--- src/hw/pwm_params.svh ---
`ifndef PWM_PARAMS_SVH
`define PWM_PARAMS_SVH

// register byte offsets on the bus (one aligned word each)
`define OFS_PERIOD_TIMER_COUNT 8'h00
`define OFS_PERIOD_COMPARE_VALUE 8'h04
`define OFS_PERIOD_TIMER_CONTROL 8'h08
`define OFS_SECOND_TIMER_COUNT 8'h0C
`define OFS_SECOND_PERIOD_VALUE 8'h10
`define OFS_SECOND_TIMER_CONTROL 8'h14
`define OFS_DUTY_LOW_BYTE 8'h18
`define OFS_DUTY_SHADOW_BYTE 8'h1C
`define OFS_CHANNEL_CONTROL 8'h20
`define OFS_PORT_DIRECTION 8'h24
`define OFS_PIN_STATUS 8'h28

// reset values
`define RST_TIMER_COUNT 8'h00
`define RST_PERIOD_VALUE 8'hFF
`define RST_TIMER_CONTROL 8'h00
`define RST_CHANNEL_CONTROL 8'h00
`define RST_PORT_DIRECTION 8'hFF
`define RST_DUTY 8'h00

// field positions
`define TCON_PRESCALE_LSB 0
`define TCON_ON_BIT 2
`define TCON_POST_LSB 3
`define CCON_MODE_LSB 0
`define CCON_DUTY_LSB 4
`define PORT_PWM_BIT 2

// mode encodings, top two bits of the mode field select pwm
`define MODE_PWM_TOP 2'b11

// prescale ratios 1, 4, 16 as maximum phase counts
`define PRESCALE_MAX_1 4'h0
`define PRESCALE_MAX_4 4'h3
`define PRESCALE_MAX_16 4'hF

`endif

--- src/hw/pwm_pkg.sv ---
package pwm_pkg;
    typedef logic [7:0] byte_t;
    typedef logic [9:0] duty_t;
    typedef enum logic [1:0] {
        RESP_OKAY = 2'b00,
        RESP_SLVERR = 2'b10
    } axi_resp_t;
endpackage

--- src/hw/period_timer.sv ---
`timescale 1ns/10ps
`include "pwm_params.svh"

// 8-bit period timer with 1/4/16 prescaler and 1..16 postscaler
module period_timer
    import pwm_pkg::*;
(
    input wire logic clk,
    input wire logic reset_n,
    input wire byte_t control,
    input wire byte_t period,
    input wire logic count_wr,
    input wire byte_t count_wdata,
    output byte_t count,
    output logic [1:0] sub_count,
    output logic period_end,
    output logic post_event
);
    logic [3:0] phase;
    logic [3:0] phase_max;
    logic [3:0] post;
    logic tick;
    logic timer_on;

    // **************************************************
    // prescaler
    // **************************************************
    // ratio decode: 00 -> 1, 01 -> 4, 1x -> 16
    always_comb begin
        case (control[`TCON_PRESCALE_LSB+1 -: 2])
            2'b00: phase_max = `PRESCALE_MAX_1;
            2'b01: phase_max = `PRESCALE_MAX_4;
            default: phase_max = `PRESCALE_MAX_16;
        endcase
    end

    assign timer_on = control[`TCON_ON_BIT];
    assign tick = timer_on && (phase >= phase_max);
    assign period_end = tick && (count == period);

    always_ff @(posedge clk or negedge reset_n) begin
        if (!reset_n) begin
            phase <= 4'h0;
        end else if (!timer_on || tick) begin
            phase <= 4'h0;
        end else begin
            phase <= phase + 4'h1;
        end
    end

    // low sub-count bits: top two bits of prescaler phase, or zero at 1:1
    always_comb begin
        case (control[`TCON_PRESCALE_LSB+1 -: 2])
            2'b00: sub_count = 2'b00;
            2'b01: sub_count = phase[1:0];
            default: sub_count = phase[3:2];
        endcase
    end

    // **************************************************
    // counter
    // **************************************************
    // match clears on the next increment, not immediately
    always_ff @(posedge clk or negedge reset_n) begin
        if (!reset_n) begin
            count <= `RST_TIMER_COUNT;
        end else if (count_wr) begin
            count <= count_wdata;
        end else if (period_end) begin
            count <= 8'h00;
        end else if (tick) begin
            count <= count + 8'h01;
        end
    end

    // postscaler only yields a side event, never touches the period
    always_ff @(posedge clk or negedge reset_n) begin
        if (!reset_n) begin
            post <= 4'h0;
            post_event <= 1'b0;
        end else begin
            post_event <= 1'b0;
            if (period_end) begin
                if (post >= control[`TCON_POST_LSB +: 4]) begin
                    post <= 4'h0;
                    post_event <= 1'b1;
                end else begin
                    post <= post + 4'h1;
                end
            end
        end
    end
endmodule // period_timer

--- src/hw/timer_based_pwm_output.sv ---
`timescale 1ns/10ps
`include "pwm_params.svh"

// How it works
// period length comes from the software-written period register.
// timer equal to period register clears timer on next increment.
// new period sets output high unless duty value is zero.
// same boundary copies buffered duty into shadow register and two-bit latch.
// duty writes anytime, applied only after next period match.
// duty is low register bits as msbs, control bits 5:4 as lsbs.
// shadow register ignores software writes in pwm mode.
// shadow plus two-bit latch double-buffers duty, no glitches.
// output clears when latched duty equals timer with two sub bits.
// duty above period length leaves output high whole period.
// postscaler never affects pwm frequency, only a side event.
// prescale ratios 1, 4 and 16.
// software sets period, duty, direction, timer, then pwm mode.
// software clears direction bit 2 to make pin an output.
// software sets prescale and timer-on before pwm starts.
// clearing channel control forces output latch low.
// pwm only when mode field holds the pwm encoding.
module timer_based_pwm_output
    import pwm_pkg::*;
#(
    parameter int ADDR_W = 8,
    parameter int DATA_W = 32
)
(
    input wire logic clk,
    input wire logic reset_n,
    input wire logic [ADDR_W-1:0] s_axi_awaddr,
    input wire logic s_axi_awvalid,
    output logic s_axi_awready,
    input wire logic [DATA_W-1:0] s_axi_wdata,
    input wire logic [3:0] s_axi_wstrb,
    input wire logic s_axi_wvalid,
    output logic s_axi_wready,
    output logic [1:0] s_axi_bresp,
    output logic s_axi_bvalid,
    input wire logic s_axi_bready,
    input wire logic [ADDR_W-1:0] s_axi_araddr,
    input wire logic s_axi_arvalid,
    output logic s_axi_arready,
    output logic [DATA_W-1:0] s_axi_rdata,
    output logic [1:0] s_axi_rresp,
    output logic s_axi_rvalid,
    input wire logic s_axi_rready,
    output logic pwm_output_pin,
    output logic pwm_output_pin_oe,
    output logic post_event
);
    // **************************************************
    // registers
    // **************************************************
    byte_t period_compare_value;
    byte_t period_timer_control;
    byte_t second_timer_count;
    byte_t second_period_value;
    byte_t second_timer_control;
    byte_t duty_low_byte;
    byte_t duty_shadow_byte;
    byte_t channel_control;
    byte_t port_direction;
    logic [1:0] duty_latch;
    logic pwm_latch;
    byte_t period_timer_count;
    logic [1:0] sub_count;
    logic period_end;
    logic pwm_mode;

    // the map decodes an 8-bit byte address and packs each register into a 32-bit word
    if (ADDR_W != 8 || DATA_W != 32) begin : g_width_check
        $error("unsupported bus width");
    end

    // bus holding state
    logic [7:0] aw_addr;
    logic aw_held;
    logic [31:0] w_data;
    logic [3:0] w_strb;
    logic w_held;
    logic do_write;
    logic [7:0] wr_addr;
    logic [31:0] wr_data;
    logic [3:0] wr_strb;
    logic lane0_wr;

    // byte lane 0 is the only meaningful lane of each register
    function automatic logic hit(input logic [7:0] addr, input logic [7:0] ofs);
        hit = (addr[7:2] == ofs[7:2]);
    endfunction

    function automatic logic mapped(input logic [7:0] addr);
        mapped = (addr[7:2] <= 6'(`OFS_PIN_STATUS >> 2));
    endfunction

    assign pwm_mode = (channel_control[`CCON_MODE_LSB+3 -: 2] == `MODE_PWM_TOP);

    // **************************************************
    // axi4-lite write channel
    // **************************************************
    // address and data may arrive in either order; each is held until both are in
    assign s_axi_awready = !aw_held && !s_axi_bvalid;
    assign s_axi_wready = !w_held && !s_axi_bvalid;
    assign wr_addr = aw_held ? aw_addr : s_axi_awaddr;
    assign wr_data = w_held ? w_data : s_axi_wdata;
    assign wr_strb = w_held ? w_strb : s_axi_wstrb;
    assign do_write = (aw_held || (s_axi_awvalid && s_axi_awready))
                   && (w_held || (s_axi_wvalid && s_axi_wready));
    assign lane0_wr = do_write && wr_strb[0]; // other lanes carry nothing

    always_ff @(posedge clk or negedge reset_n) begin
        if (!reset_n) begin
            aw_held <= 1'b0;
            aw_addr <= 8'h00;
            w_held <= 1'b0;
            w_data <= 32'h0000_0000;
            w_strb <= 4'h0;
        end else if (do_write) begin
            aw_held <= 1'b0;
            w_held <= 1'b0;
        end else begin
            if (s_axi_awvalid && s_axi_awready) begin
                aw_held <= 1'b1;
                aw_addr <= s_axi_awaddr;
            end
            if (s_axi_wvalid && s_axi_wready) begin
                w_held <= 1'b1;
                w_data <= s_axi_wdata;
                w_strb <= s_axi_wstrb;
            end
        end
    end

    // write response one cycle after both halves are in
    always_ff @(posedge clk or negedge reset_n) begin
        if (!reset_n) begin
            s_axi_bvalid <= 1'b0;
            s_axi_bresp <= RESP_OKAY;
        end else if (do_write) begin
            s_axi_bvalid <= 1'b1;
            s_axi_bresp <= mapped(wr_addr) ? RESP_OKAY : RESP_SLVERR;
        end else if (s_axi_bready) begin
            s_axi_bvalid <= 1'b0;
        end
    end

    // period register sets the length of each pwm period
    always_ff @(posedge clk or negedge reset_n) begin
        if (!reset_n) begin
            period_compare_value <= `RST_PERIOD_VALUE;
        end else if (lane0_wr && hit(wr_addr, `OFS_PERIOD_COMPARE_VALUE)) begin
            period_compare_value <= wr_data[7:0];
        end
    end

    // timer control; the top bit is unimplemented and stays zero
    always_ff @(posedge clk or negedge reset_n) begin
        if (!reset_n) begin
            period_timer_control <= `RST_TIMER_CONTROL;
        end else if (lane0_wr && hit(wr_addr, `OFS_PERIOD_TIMER_CONTROL)) begin
            period_timer_control <= {1'b0, wr_data[6:0]};
        end
    end

    // second timer count is plain storage and drives nothing here
    always_ff @(posedge clk or negedge reset_n) begin
        if (!reset_n) begin
            second_timer_count <= `RST_TIMER_COUNT;
        end else if (lane0_wr && hit(wr_addr, `OFS_SECOND_TIMER_COUNT)) begin
            second_timer_count <= wr_data[7:0];
        end
    end

    // second period value, storage only
    always_ff @(posedge clk or negedge reset_n) begin
        if (!reset_n) begin
            second_period_value <= `RST_PERIOD_VALUE;
        end else if (lane0_wr && hit(wr_addr, `OFS_SECOND_PERIOD_VALUE)) begin
            second_period_value <= wr_data[7:0];
        end
    end

    // second timer control, storage only; top bit reads zero
    always_ff @(posedge clk or negedge reset_n) begin
        if (!reset_n) begin
            second_timer_control <= `RST_TIMER_CONTROL;
        end else if (lane0_wr && hit(wr_addr, `OFS_SECOND_TIMER_CONTROL)) begin
            second_timer_control <= {1'b0, wr_data[6:0]};
        end
    end

    // duty may be rewritten at any time; only the buffer changes, so no glitch
    always_ff @(posedge clk or negedge reset_n) begin
        if (!reset_n) begin
            duty_low_byte <= `RST_DUTY;
        end else if (lane0_wr && hit(wr_addr, `OFS_DUTY_LOW_BYTE)) begin
            duty_low_byte <= wr_data[7:0];
        end
    end

    // channel control; the two top bits are unimplemented
    always_ff @(posedge clk or negedge reset_n) begin
        if (!reset_n) begin
            channel_control <= `RST_CHANNEL_CONTROL;
        end else if (lane0_wr && hit(wr_addr, `OFS_CHANNEL_CONTROL)) begin
            channel_control <= {2'b00, wr_data[5:0]};
        end
    end

    // port direction; the pin drives only while its bit is low
    always_ff @(posedge clk or negedge reset_n) begin
        if (!reset_n) begin
            port_direction <= `RST_PORT_DIRECTION;
        end else if (lane0_wr && hit(wr_addr, `OFS_PORT_DIRECTION)) begin
            port_direction <= wr_data[7:0];
        end
    end

    // **************************************************
    // time base
    // **************************************************
    period_timer u_timer (
        .clk(clk),
        .reset_n(reset_n),
        .control(period_timer_control),
        .period(period_compare_value),
        .count_wr(do_write && wr_strb[0] && hit(wr_addr, `OFS_PERIOD_TIMER_COUNT)),
        .count_wdata(wr_data[7:0]),
        .count(period_timer_count),
        .sub_count(sub_count),
        .period_end(period_end),
        .post_event(post_event)
    );

    // **************************************************
    // duty double buffer
    // **************************************************
    // in pwm mode the shadow is loaded only at the period boundary so a mid-period write cannot glitch
    always_ff @(posedge clk or negedge reset_n) begin
        if (!reset_n) begin
            duty_shadow_byte <= `RST_DUTY;
            duty_latch <= 2'b00;
        end else if (pwm_mode && period_end) begin
            duty_shadow_byte <= duty_low_byte; // see R4
            duty_latch <= channel_control[`CCON_DUTY_LSB +: 2];
        end else if (!pwm_mode && do_write && wr_strb[0]
                     && hit(wr_addr, `OFS_DUTY_SHADOW_BYTE)) begin
            duty_shadow_byte <= wr_data[7:0]; // writable outside pwm only
        end
    end

    // **************************************************
    // output latch
    // **************************************************
    // set wins at the boundary; a duty beyond the period never matches
    always_ff @(posedge clk or negedge reset_n) begin
        if (!reset_n) begin
            pwm_latch <= 1'b0;
        end else if (channel_control == 8'h00 || !pwm_mode) begin
            pwm_latch <= 1'b0;
        end else if (period_end) begin
            pwm_latch <= ({duty_low_byte, channel_control[`CCON_DUTY_LSB +: 2]} != 10'h000);
        end else if ({duty_shadow_byte, duty_latch} == {period_timer_count, sub_count}) begin
            pwm_latch <= 1'b0;
        end
    end

    // software must clear the direction bit for the pin to drive
    assign pwm_output_pin = pwm_latch;
    assign pwm_output_pin_oe = !port_direction[`PORT_PWM_BIT];

    // **************************************************
    // axi4-lite read channel
    // **************************************************
    assign s_axi_arready = !s_axi_rvalid;

    always_ff @(posedge clk or negedge reset_n) begin
        if (!reset_n) begin
            s_axi_rvalid <= 1'b0;
            s_axi_rdata <= 32'h0000_0000;
            s_axi_rresp <= RESP_OKAY;
        end else if (s_axi_arvalid && s_axi_arready) begin
            s_axi_rvalid <= 1'b1;
            s_axi_rresp <= mapped(s_axi_araddr) ? RESP_OKAY : RESP_SLVERR;
            case (s_axi_araddr[7:2])
                6'h00: s_axi_rdata <= {24'h000000, period_timer_count};
                6'h01: s_axi_rdata <= {24'h000000, period_compare_value};
                6'h02: s_axi_rdata <= {24'h000000, period_timer_control};
                6'h03: s_axi_rdata <= {24'h000000, second_timer_count};
                6'h04: s_axi_rdata <= {24'h000000, second_period_value};
                6'h05: s_axi_rdata <= {24'h000000, second_timer_control};
                6'h06: s_axi_rdata <= {24'h000000, duty_low_byte};
                6'h07: s_axi_rdata <= {24'h000000, duty_shadow_byte};
                6'h08: s_axi_rdata <= {24'h000000, channel_control};
                6'h09: s_axi_rdata <= {24'h000000, port_direction};
                6'h0A: s_axi_rdata <= {28'h0000000, duty_latch, pwm_mode, pwm_latch};
                default: s_axi_rdata <= 32'h0000_0000;
            endcase
        end else if (s_axi_rready) begin
            s_axi_rvalid <= 1'b0;
        end
    end
endmodule // timer_based_pwm_output

--- config.mk ---
export PLATFORM = sky130hd
export DESIGN_NAME = timer_based_pwm_output
export DESIGN_NICKNAME = d
export VERILOG_FILES = /design/src/hw/pwm_pkg.sv /design/src/hw/period_timer.sv /design/src/hw/timer_based_pwm_output.sv
export VERILOG_INCLUDE_DIRS = /design/src /design/src/hw
export SDC_FILE = /design/constraint.sdc
export NUM_CORES = 1
export LEC_CHECK = 0
export BUFFER_PORTS_ARGS = -buffer_cell sky130_fd_sc_hd__buf_2
export CORE_UTILIZATION = 60
export CTS_CLUSTER_SIZE = 25
export DETAILED_ROUTE_END_ITERATION = 8
export PLACE_DENSITY_LB_ADDON = 0.3
export REMOVE_ABC_BUFFERS = 1
export SLEW_MARGIN = 10
export SYNTH_ARGS = -nofsm -noshare
export SYNTH_HDL_FRONTEND = slang
export SYNTH_HIERARCHICAL = 1
export SYNTH_SLANG_ARGS = --single-unit
--- constraint.sdc ---
create_clock -name clk -period 5.75 [get_ports clk]
set_input_delay 0 -clock clk [delete_from_list [all_inputs] [get_ports clk]]
set_output_delay 0 -clock clk [all_outputs]
set_load 0.02 [all_outputs]
### Word-level counts from Yosys, hierarchy flattened

Cells that the tools add are included.

* memory bits (writable): 0
* memory bits (read-only): 0
* output and inout port bits: 44
* latch bits: 0
* word-level logic and storage cells: 131
* flip-flop bits (word level): 145
* input bits: 59
* memories kept: 0

* shift-type cells: 0
* add/subtract/negate cells: 3
* reductions and logical operators: 47
* $lt $le $gt $ge: 4
* $mul: 0
* muxes and demuxes: 28
* equality and inequality tests: 23
* divide/modulo/power cells: 0
* bitwise operators: 1

Operators with widths (count)
* case mux 8 bit (11 select lines): 1
* two-way mux 8 bit: 7
* == test 6 x 3 -> 1 bit (second input constant): 8
* == test 6 x 4 -> 1 bit (second input constant): 5
* == test 6 x 2 -> 1 bit (second input constant): 4
* logical AND 1 bit: 22
* two-way mux 1 bit: 14
* == test 6 x 1 -> 1 bit (second input constant): 2
* less-or-equal comparator 6 x 4 -> 1 bit (second input constant): 2
* zero test 6 bit: 2
* == test 10 bit: 1
* nonzero test 10 bit: 1
* nonzero test 2 bit: 5
* adder 4 x 1 -> 4 bit (second input constant): 2
* adder 8 x 1 -> 8 bit (second input constant): 1
* == test 8 bit: 1
* >= comparator 4 bit: 2
* zero test 8 bit: 1
* two-way mux 4 bit: 2
* case mux 4 bit (2 select lines): 1
* zero test 1 bit: 7
* nonzero test 3 bit: 2
* logical OR 1 bit: 4
* two-way mux 2 bit: 2
* 6 further kinds: 7

### Logic depth before layout (Yosys ltp)

Gate-level depths: netlist (run 1).

* word-level depth: 10
* mapped depth: 12

### Cells and area by module

The synthesis (run 1) kept the hierarchy.

By module, submodules not included
* timer_based_pwm_output: area each 5236.3 um2, cells each 448, instances 1, sequential area each 2532.4 um2
* period_timer: area each 1243.7 um2, cells each 137, instances 1, sequential area each 425.4 um2

### Worst setup path before layout (run 1)

Ideal clock, no wire load.

* kind: register to register
* start point: register period_timer_control[1]
* end point: register duty_shadow_byte[0]
* path slack: 2.884 ns
* stages on the path, launching flop included: 13
* clock period less this slack: 2.866 ns
* data arrival time: 2.748 ns
* path buffers: 2
* cell sequence: dfrtp_1 or2_2 ha_1 nand2b_1 a2111o_1 and3_1 buf_2 nand3_1 inv_1 and3_1 clkbuf_1 a22o_1 a21o_1

* cells in the longest elaborated chain, start to end: 7
* elaborated cells on any way between the ends: 9
* classes of those cells: order compare: 1; eq/ne: 1; mux: 2; reduce/logical: 5

RTL lines
* start: declaration: line timer_based_pwm_output.sv:56 `byte_t period_timer_control;`
* start signal: assignment: line timer_based_pwm_output.sv:160 `` period_timer_control <= `RST_TIMER_CONTROL; ``
* start signal: assignment: line timer_based_pwm_output.sv:162 `period_timer_control <= {1'b0, wr_data[6:0]};`
* == test 2 x 1 -> 1 bit or zero test 2 bit (tied branches): line period_timer.sv:30 `` case (control[`TCON_PRESCALE_LSB+1 -: 2]) ``
* case mux 4 bit (2 select lines) (*): line period_timer.sv:30
* >= comparator 4 bit (*): line period_timer.sv:38 `assign tick = timer_on && (phase >= phase_max);`
* logical AND 1 bit (*): line period_timer.sv:38
* logical AND 1 bit (*): line period_timer.sv:39 `assign period_end = tick && (count == period);`
* via period_end: line timer_based_pwm_output.sv:68 `logic period_end;`
* logical AND 1 bit (*): line timer_based_pwm_output.sv:244 `end else if (pwm_mode && period_end) begin`
* two-way mux 8 bit or nonzero test 2 bit (tied branches)
* end signal: assignment: line timer_based_pwm_output.sv:242 `` duty_shadow_byte <= `RST_DUTY; ``
* end signal: assignment: line timer_based_pwm_output.sv:245 `duty_shadow_byte <= duty_low_byte;`
* end signal: assignment: line timer_based_pwm_output.sv:249 `duty_shadow_byte <= wr_data[7:0];`
* end: declaration: line timer_based_pwm_output.sv:61 `byte_t duty_shadow_byte;`

Mark *: on every way through the listed nets, which the timed path passes. The rest lies on a longest branch.
A chain may end at the register's enable or synchronous reset.

### Worst setup path after layout (run 1)

* start point: register period_timer_control[1]
* end point: register duty_shadow_byte[4]

The elaborated chain is that of the path after synthesis.

==> impl_metrics.toml, run 1 <==
[hold_path]
hp-class = "in2reg"

[floorplanning]
core_area_mm2 = 0.0104
rows = 37
die_w_um = 106
die_area_mm2 = 0.0112
ios = 103
start_util_pct = 62.2
die_y_um = 106

[routing]
dr.pass1.iters = 5
drc = 0
post_drt_wl_per_cell_um = 20.3
drt-total-wl_mm = 16.2
postRouteAntennaNets = 0
via_per_inst = 6.26
vias = 5006
drt-initial-drc-count = 391

[timing]
clock.fmax_mhz = 291
rsz0062_at_grt = "false"
worst_pin_slew_ps = 971
fin_setup_tns_ps = 0
report.final.hold_viol_count = 0
drv_slew = 0
fin_crit_sh_pct = 59.7
slew_headroom_pct = 35.3
final-setup-viol-count = 0
fin_crit_ps = 3430
fin_skew_ps = 8.26

[clocking]
cts_tree = "done"
cts_buffer_depth = 2
clock-sinks = 117
cts_max_level = 4
holdBufCountCts = 24
insertion_delay_ps = 520
post-cts-setup-buffers = 0
cts_buffers = 17
cts_resized = 0
clk_pin_slew_worst_paths_ps = 60
cts_root_buf = "clkbuf_8"

[logic_synthesis]
synth_cell_types = 64
ys_async_sr_fraction_pct = 100
ys_seq_elements = 117
avgSynthCellArea_um2 = 11.1
ys_seq_area_share_pct = 45.6
synthCells = 585
synth_warnings = 6
synth-main-ff-cell = "dfrtp_1"
synth_area_mm2 = 0.00648
synth_edf_count = 0

[outcome]
status = "complete, no violations"

[grt]
grt_max_degree = 78
grt_pass1_vias = 4945
antenna_found_initial = 0
grt_usage_pct = 31.3
gr-total-overflow = 0
grt_pass1_wl_mm = 26.1

[cells_and_area]
antenna_cells = 0
fill_cells = 683
drive_gt1_share_pct = 27.6
nets = 721
area_growth_pct = 16.8
layout.cells.most_common = "dfrtp_1"
layout_common_cells = "93 x dfrtp_1, 67 x mux2_2, 44 x buf_2"

[pwr]
total_power_mw = 3.42
switching_share_pct = 33.4
peakVddDrop_mv = 0.299
power_frac_clock_pct = 33.2
power_leakage_nw = 3.47
p_switching_mw = 1.14
internal_power_mw = 2.28
combPwrFrac_pct = 26.8
p_per_area_mw_per_mm2 = 451
seq_power_share_pct = 40.0

[critical_path]
arrival_ps = 3900
timing.setup.critical_path_class = "reg2reg"
setup.worst_path.start_class = "flip-flop"
crit_fanout = 12
cp.required_ps = 6210
end_kind = "flip-flop"

[placement]
numPortBuffers = 45
dp_hpwl_mm = 10.6
place_congestion = 0.926

[run]
drv_cap = 0
-- through the flow --
| stage | worst slack, ps | cell area, um^2 | instances | utilization, % | hold slack [ps] |
|---|---|---|---|---|---|
| floorplan | 2980 | 6290 | 562 | - | -296 |
| global placement | 2520 | 6690 | 744 | 64.3 | 184 |
| detailed placement | 2450 | 6690 | 744 | 64.3 | 199 |
| CTS | 2360 | 7570 | 800 | 72.7 | 37.3 |
| global route | 2110 | 7570 | 800 | 72.7 | 78.7 |
| finish | 2320 | 7570 | 800 | 72.7 | 85.9 |
-- registers in the layout (all words and copies together) (netlist names), 2 cells and up --
register / cells
port_direction: 8
u_timer/phase: 4
aw_addr: 6
duty_low_byte: 8
duty_latch: 2
period_compare_value: 8
w_data: 8
u_timer/count: 8
u_timer/post: 4
duty_shadow_byte: 8
period_timer_control: 7
second_timer_count: 8
channel_control: 6
s_axi_rdata: 8
second_period_value: 8
second_timer_control: 7
-- routing by layer --
metal  up-vias  GRT usage [%]  wire length, um
li1       2235              -                -
met1      2484           39.8             6720
met2       243           49.9             7730
met3        44           7.85             1220
met4         0           15.5              567
met5         -              0                0
-- area by class of cell --
type	count	area (um^2)	share of cell area, %
clock buffer	19	432	5.70
tap	136	170	2.25
inverter	19	71.3	0.942
clock inverter	13	205	2.71
sequential	117	2960	39.1
multi-input combinational	426	3260	43.1
timing repair buffer	70	475	6.28
-- worst max-delay path: stages, from the launching register on --
cell,delay (ps)
dfrtp_1,460
or2_2,340
ha_1,270
nand2b_1,150
a2111o_1,440
and3_1,310
nand3_1,230
inv_1,130
and3_1,320
nor2_1,500
a21o_1,210
-- synth_stat cells (all sizes together), types with 2 or more instances --
cell	n	area share, %
nor4b	2	0.27
nand2b	8	0.77
or2	3	0.29
nor4	6	1.0
a211o	2	0.27
or3	4	0.39
clkbuf	13	0.75
nand3b	5	0.58
nor3	10	0.77
xnor2	9	1.2
a32o	2	0.31
o41ai	3	0.41
xor2	11	1.5
dfrtp	93	36
dfstp	24	9.7
and4	2	0.27
a21o	9	1.0
a221o	3	0.46
mux2i	11	1.7
a211oi	2	0.23
o21ai	24	1.9
nand4	6	0.58
ha	11	2.1
inv	19	1.1
and2	3	0.29
a31oi	6	0.58
a32oi	7	0.95
a221oi	2	0.27
nand2	37	2.4
o21a	3	0.35
buf	35	3.6
or3b	2	0.27
nand3	19	1.5
a21oi	22	1.7
or4	2	0.23
nor2b	9	0.87
nor3b	2	0.31
a22oi	6	0.70
mux2	96	17
and3	4	0.39
mux4	2	0.70
nor2	19	1.1
a22o	16	2.2
-- power groups by stage --
stage / Clock (mW) / Sequential (mW) / Combinational, mW
5_1_grt: 1.18 / 1.40 / 0.988
6_report: 1.13 / 1.37 / 0.917
3_3_place_gp: 0 / 1.34 / 0.837
2_1_floorplan: 0 / 1.29 / 0.637
4_1_cts: 1.14 / 1.36 / 0.907
3_5_place_dp: 0 / 1.36 / 0.868
-- kinds of logic after synthesis --
family	Yosys count	share of synthesized area (%)
AOI/OAI and AO/OA	115	12.3
xor gates and xnor gates	20	2.70
adders and majority gates	11	2.12
buffers and inverters	67	5.50
DFF	117	45.6
muxes	109	19.1
other	1	0.0579
and+or+nand+nor	145	12.6
-- worst paths after layout --
check,start,end,slack [ps],depth (start not counted)
max,period_timer_control[1],duty_shadow_byte[4],2320,10
min,s_axi_araddr[5],s_axi_rdata[6],90,4
max reg2reg,period_timer_control[1],duty_shadow_byte[4],2320,10
min reg2reg,s_axi_rdata[4],s_axi_rdata[4],480,2
max in group asynchronous,reset_n,period_compare_value[1],4430,3
min in group asynchronous,reset_n,channel_control[1],190,2
No activity file was read; power rests on OpenSTA's default activity.
==> run 2: changes to the inputs <==
- ABC_AREA: unset -> 1
- CORE_UTILIZATION: 60 -> 52
- clock period: 5.75 -> 2.92 ns (I/O delays scaled with it)
==> run 2 against run 1 <==
Net effect:
- cell count up 49%
- non-clock buffer count up 10
- register-to-register slack worse by 1800 ps
- hold slack lost 55 ps
- first-iteration DRC count grew 7.2%
- wire length up 4.5%
- sequential share of layout area shrank 1.6 points
- setup slack got worse by 1800 ps
- critical path type unchanged
- critical endpoint is now u_timer/count[3]
- largest cell class unchanged
- largest power group unchanged
- highest routed layer unchanged
==> impl_metrics.toml, run 2 <==
[floorplanning]
rows = 41
die_area_mm2 = 0.0137
core_area_mm2 = 0.0128
start_util_pct = 54.0
die_w_um = 117
die_y_um = 117
ios = 103

[critical_path]
cp-endpoint = "u_timer/count[3]"
worstSetupStartpoint = "s_axi_bvalid"
regToRegStartpoint = "s_axi_bvalid"
end_kind = "flip-flop"
arrival_ps = 2800
timing.setup.critical_path_class = "reg2reg"
setup.worst_path.start_class = "flip-flop"
ff2ff_path_depth = 12
rrSetupSlack_ps = 470
cp.required_ps = 3270
crit_fanout = 10
r2r_end = "u_timer/count[3]"

[pwr]
internal_power_mw = 4.04
combPwrFrac_pct = 30.3
total_power_mw = 6.48
power_frac_clock_pct = 29.2
p_per_area_mw_per_mm2 = 820
power_leakage_nw = 4.06
seq_power_share_pct = 40.5
peakVddDrop_mv = 0.550
switching_share_pct = 37.6
p_switching_mw = 2.44

[timing]
fin_setup_tns_ps = 0
final-setup-viol-count = 0
fin_crit_ps = 2450
report.final.hold_viol_count = 0
drv_slew = 0
fin_crit_sh_pct = 83.9
clock.fmax_mhz = 408
worst_pin_slew_ps = 865
fin_skew_ps = 10.2
slew_headroom_pct = 42.1
rsz0062_at_grt = "false"

[grt]
gr-total-overflow = 0
grt_pass1_wl_mm = 28.0
antenna_found_initial = 0
grt_usage_pct = 27.5
grt_max_degree = 51
grt_pass1_vias = 5628

[clocking]
cts_resized = 0
clock-sinks = 117
cts_tree = "done"
cts_max_level = 4
insertion_delay_ps = 420
cts_buffer_depth = 2
cts_buffers = 17
clk_pin_slew_worst_paths_ps = 50
cts_root_buf = "clkbuf_16"

[placement]
dp_hpwl_mm = 12.1
numPortBuffers = 45
placed_area_mm2 = 0.00718
place_congestion = 0.875

[logic_synthesis]
ys_seq_area_share_pct = 42.9
synth_area_leaders = "dfrtp_1 34%, nand2_1 16%, dfstp_2 9.1%"
synth-main-ff-cell = "dfrtp_1"
synth_cell_types = 35
synthCells = 939
avgSynthCellArea_um2 = 7.34
ys_async_sr_fraction_pct = 100
synth_edf_count = 0
synth_area_leader_cell = "dfrtp_1"
synth_area_mm2 = 0.00689
yosys-top-cells-count = "290 x nand2_1, 105 x inv_1, 93 x dfrtp_1"
yosys.area.top_type_share_pct = 33.8
ys_seq_elements = 117
synth_warnings = 6
synth_most_common_cell = "nand2_1"

[cells_and_area]
nets = 1079
layout_common_cells = "290 x nand2_1, 105 x inv_1, 93 x dfrtp_1"
finalInstanceArea_mm2 = 0.00790
layout.cells.most_common = "nand2_1"
final_util_pct = 61.9
area_growth_pct = 14.6
drive_gt1_share_pct = 15.9
antenna_cells = 0
fill_cells = 1166

[routing]
drc = 0
dr.pass1.iters = 5
via_per_inst = 5.16
vias = 6165
drt-initial-drc-count = 419
postRouteAntennaNets = 0
post_drt_wl_per_cell_um = 14.2
drt-total-wl_mm = 17.0

[run]
drv_cap = 0

[outcome]
status = "complete, no violations"

[hold_path]
hp-class = "in2reg"
run 2: how the worst min path moves through the flow:
stage            startpoint               endpoint  slack, ps  cells after the start
2_1_floorplan       reset_n             aw_addr[2]       -300                      0
3_3_place_gp        reset_n  second_timer_count[3]         70                      1
3_5_place_dp        reset_n  second_timer_count[3]         70                      1
4_1_cts        s_axi_wvalid                aw_held         20                      4
5_1_grt        s_axi_wvalid                aw_held         50                      4
6_report       s_axi_wvalid                aw_held         30                      4
run 2: logic make-up after synthesis:
family,count (synthesis),synth area share (%)
multiplexers,1,0.163
flip-flops,117,42.9
adder cells (fa/ha/maj),11,2.00
XOR/XNOR,12,1.52
AO/OA/AOI/OAI,122,9.82
buffers and inverters,168,11.7
other,1,0.0544
AND/OR/NAND/NOR,507,31.9
run 2: worst max-delay path, stage by stage (launching register included):
cell and delay (ps):
dfrtp_1 440, o21ai_1 330, nand2_4 130, nor2_8 180, inv_2 70, nor4_1 230, buf_4 200, inv_1 50
nand2_1 140, clkinv_1 270, nor2_1 210, nand2_1 80, nand2_1 60
run 2: layout make-up:
type                       instances  area, um^2  area share (%)
multi-input combinational        679        3230            40.8
inverter                         114         430            5.45
sequential                       117        2960            37.4
timing repair buffer              80         538            6.81
clock inverter                     5        50.0           0.633
tap                              172         215            2.72
clock buffer                      27         483            6.11
run 2: repair_timing:
action / 4_1_cts / 5_1_grt
hold endpoints to repair: 57 / 0
setup buffers: 0 / 0
hold buffers: 19 / 0
run 2: power groups by stage:
stage | sequential, mW | clock, mW | combinational, mW
detailed placement | 2.63 | 0 | 1.93
floorplan | 2.53 | 0 | 1.43
global route | 2.69 | 1.99 | 2.25
global placement | 2.62 | 0 | 1.87
finish | 2.63 | 1.89 | 1.96
CTS | 2.62 | 1.92 | 1.96
run 2: metrics by stage:
step / std cells / setup WS, ps / hold WS (ps)
2_1_floorplan: 910 / 406 / -296
3_3_place_gp: 1143 / 527 / 71.0
3_5_place_dp: 1143 / 474 / 66.8
4_1_cts: 1194 / 464 / 15.4
5_1_grt: 1194 / 256 / 49.4
6_report: 1194 / 470 / 31.2
run 2: per-layer routing:
metal / GRT usage [%] / vias up / share of wire (%)
met1: 36.1 / 2823 / 45
li1: - / 3079 / -
met4: 11.4 / 0 / 2.3
met2: 44.0 / 238 / 46
met5: 0 / - / 0
met3: 6.13 / 25 / 6.5
==> run 3: changes to the inputs <==
- clock period: 2.92 -> 2.2 ns (I/O delays scaled with it)
==> run 3 against run 2 <==
Net effect:
- combinational power rose by 46%
- power rose by 43%
- clock power rose by 56%
- largest cell class unchanged
- register-to-register slack got worse by 300 ps
- non-clock buffer count rose by 16
- fmax grew 20%
- first-iteration DRC count up 50%
- clock skew fell by 4.1 ps
- count of clock-buffer cells in the layout down 5
==> impl_metrics.toml, run 3 (synthesis gave the netlist of run 2 again) <==
[cells_and_area]
final_util_pct = 64.2
fill_cells = 1174
antenna_cells = 0
layout_common_cells = "288 x nand2_1, 103 x inv_1, 92 x dfrtp_1"
regArea_mm2 = 0.00296
finalInstanceArea_mm2 = 0.00820
area_growth_pct = 18.9
drive_gt1_share_pct = 18.8
nets = 1096
layout.cells.most_common = "nand2_1"
multiInputGateArea_mm2 = 0.00328

[timing]
drv_slew = 0
whs_ps = 40.3
clock.fmax_mhz = 491
final-setup-viol-count = 0
slew_headroom_pct = 61.0
worst_pin_slew_ps = 585
fin_crit_sh_pct = 92.5
fin_skew_ps = 6.11
report.final.hold_viol_count = 0
fin_crit_ps = 2030
rsz0062_at_grt = "false"

[run]
drv_cap = 0

[routing]
vias = 6313
via_per_inst = 5.21
post_drt_wl_per_cell_um = 14.6
drt-total-wl_mm = 17.6
postRouteAntennaNets = 0
highest_layer = "met4"
m1WireLength_mm = 7.94
dr.pass1.iters = 5
wl_met3_mm = 1.27
dr_wl_met2_mm = 7.91
drt-initial-drc-count = 628
drc = 0

[critical_path]
crit_fanout = 4
cp.required_ps = 2500
arrival_ps = 2340
end_kind = "flip-flop"
timing.setup.critical_path_class = "reg2reg"
setup.worst_path.start_class = "flip-flop"

[pwr]
peakVddDrop_mv = 1.00
p_per_area_mw_per_mm2 = 1130
power_leakage_nw = 4.21
total_power_mw = 9.26

[floorplanning]
start_util_pct = 54.0
ios = 103
rows = 41
die_area_mm2 = 0.0137
die_w_um = 117
core_area_mm2 = 0.0128
die_y_um = 117

[clocking]
clock-sinks = 117
clk_pin_slew_worst_paths_ps = 50
cts_max_level = 4
cts_root_buf = "clkbuf_16"
cts_tree = "done"
cts_buffer_depth = 2
cts_buffers = 17
insertion_delay_ps = 420

[grt]
grt_pass1_wl_mm = 28.5
grt_pass1_vias = 5801
grt_usage_pct = 28.0
grt_max_degree = 37
gr-total-overflow = 0
antenna_found_initial = 0

[placement]
dp_hpwl_mm = 12.5
numPortBuffers = 45
placed_area_mm2 = 0.00729
place_congestion = 0.936

[hold_path]
hp-class = "in2reg"

[outcome]
status = "complete, no violations"
==> run 3: cell types whose count changed in the layout (fill, tap and decap cells not counted), moves of 2 or more <==
| cell | change |
|---|---|
| nand2_1 | -2 |
| inv_1 | -2 |
| clkinvlp_4 | +2 |
| nor4_1 | -2 |
| inv_2 | +2 |
| buf_4 | +12 |
| nor2_2 | +2 |
| nor2_1 | -2 |
| clkbuf_8 | -2 |
| buf_6 | +2 |
| clkbuf_1 | -3 |
| bufinv_16 | +4 |
==> run 3: what timing repair did <==
action	in CTS	in global routing
setup buffers	0	2
resized for setup	0	17
endpoints found under the hold margin	82	0
hold buffers	19	0
setup endpoints to repair	0	18
==> run 3: final timing paths <==
path | depth (start not counted) | to | slack (ps) | start
worst max-delay path | 15 | pwm_output_pin | 170 | period_timer_control[1]
worst min-delay path | 4 | aw_held | 40 | s_axi_wvalid
worst max register to register | 15 | pwm_output_pin | 170 | period_timer_control[1]
worst min register to register | 2 | port_direction[5] | 470 | port_direction[5]
max in group asynchronous | 3 | second_period_value[6] | 1380 | reset_n
min in group asynchronous | 2 | channel_control[0] | 80 | reset_n
==> run 3: power breakdown <==
part	switching [mW]	internal, mW
combinational	1.85	1.01
sequential	0.589	2.86
clock	0.953	2.00
total	3.40	5.87
==> run 3: per-stage QoR <==
step	TNS (ps)	cells	setup WS (ps)
2_1_floorplan	-2150	910	-314
5_1_grt	0	1211	2.15
6_report	0	1211	165
4_1_cts	0	1207	10.5
3_3_place_gp	0	1156	92.5
3_5_place_dp	0	1156	38.9
==> run 3: layer usage <==
| layer | up-vias | global-route usage, % |
|---|---|---|
| li1 | 3120 | - |
| met1 | 2906 | 38.3 |
| met2 | 246 | 43.5 |
| met3 | 41 | 5.20 |
| met4 | 0 | 12.4 |
| met5 | - | 0 |
==> run 3: critical path, cell delays in order, from the launching register on <==
cell and delay [ps]:
dfrtp_1 410, nor2_2 120, inv_1 60, ha_1 270, nand4_1 110, nand3_1 120
nand2_2 70, inv_1 70, nand2_2 50, inv_2 80, buf_4 140, inv_1 70
nor4_2 130, nand3_1 100, nand2_1 80, a21oi_1 50
==> run 3: layout make-up <==
class	instances	share of cell area, %
multi-input combinational	679	40.0
inverter	114	5.30
tap	172	2.63
clock inverter	10	2.18
sequential	117	36.1
timing repair inverter	1	0.0916
timing repair buffer	96	8.24
clock buffer	22	5.42
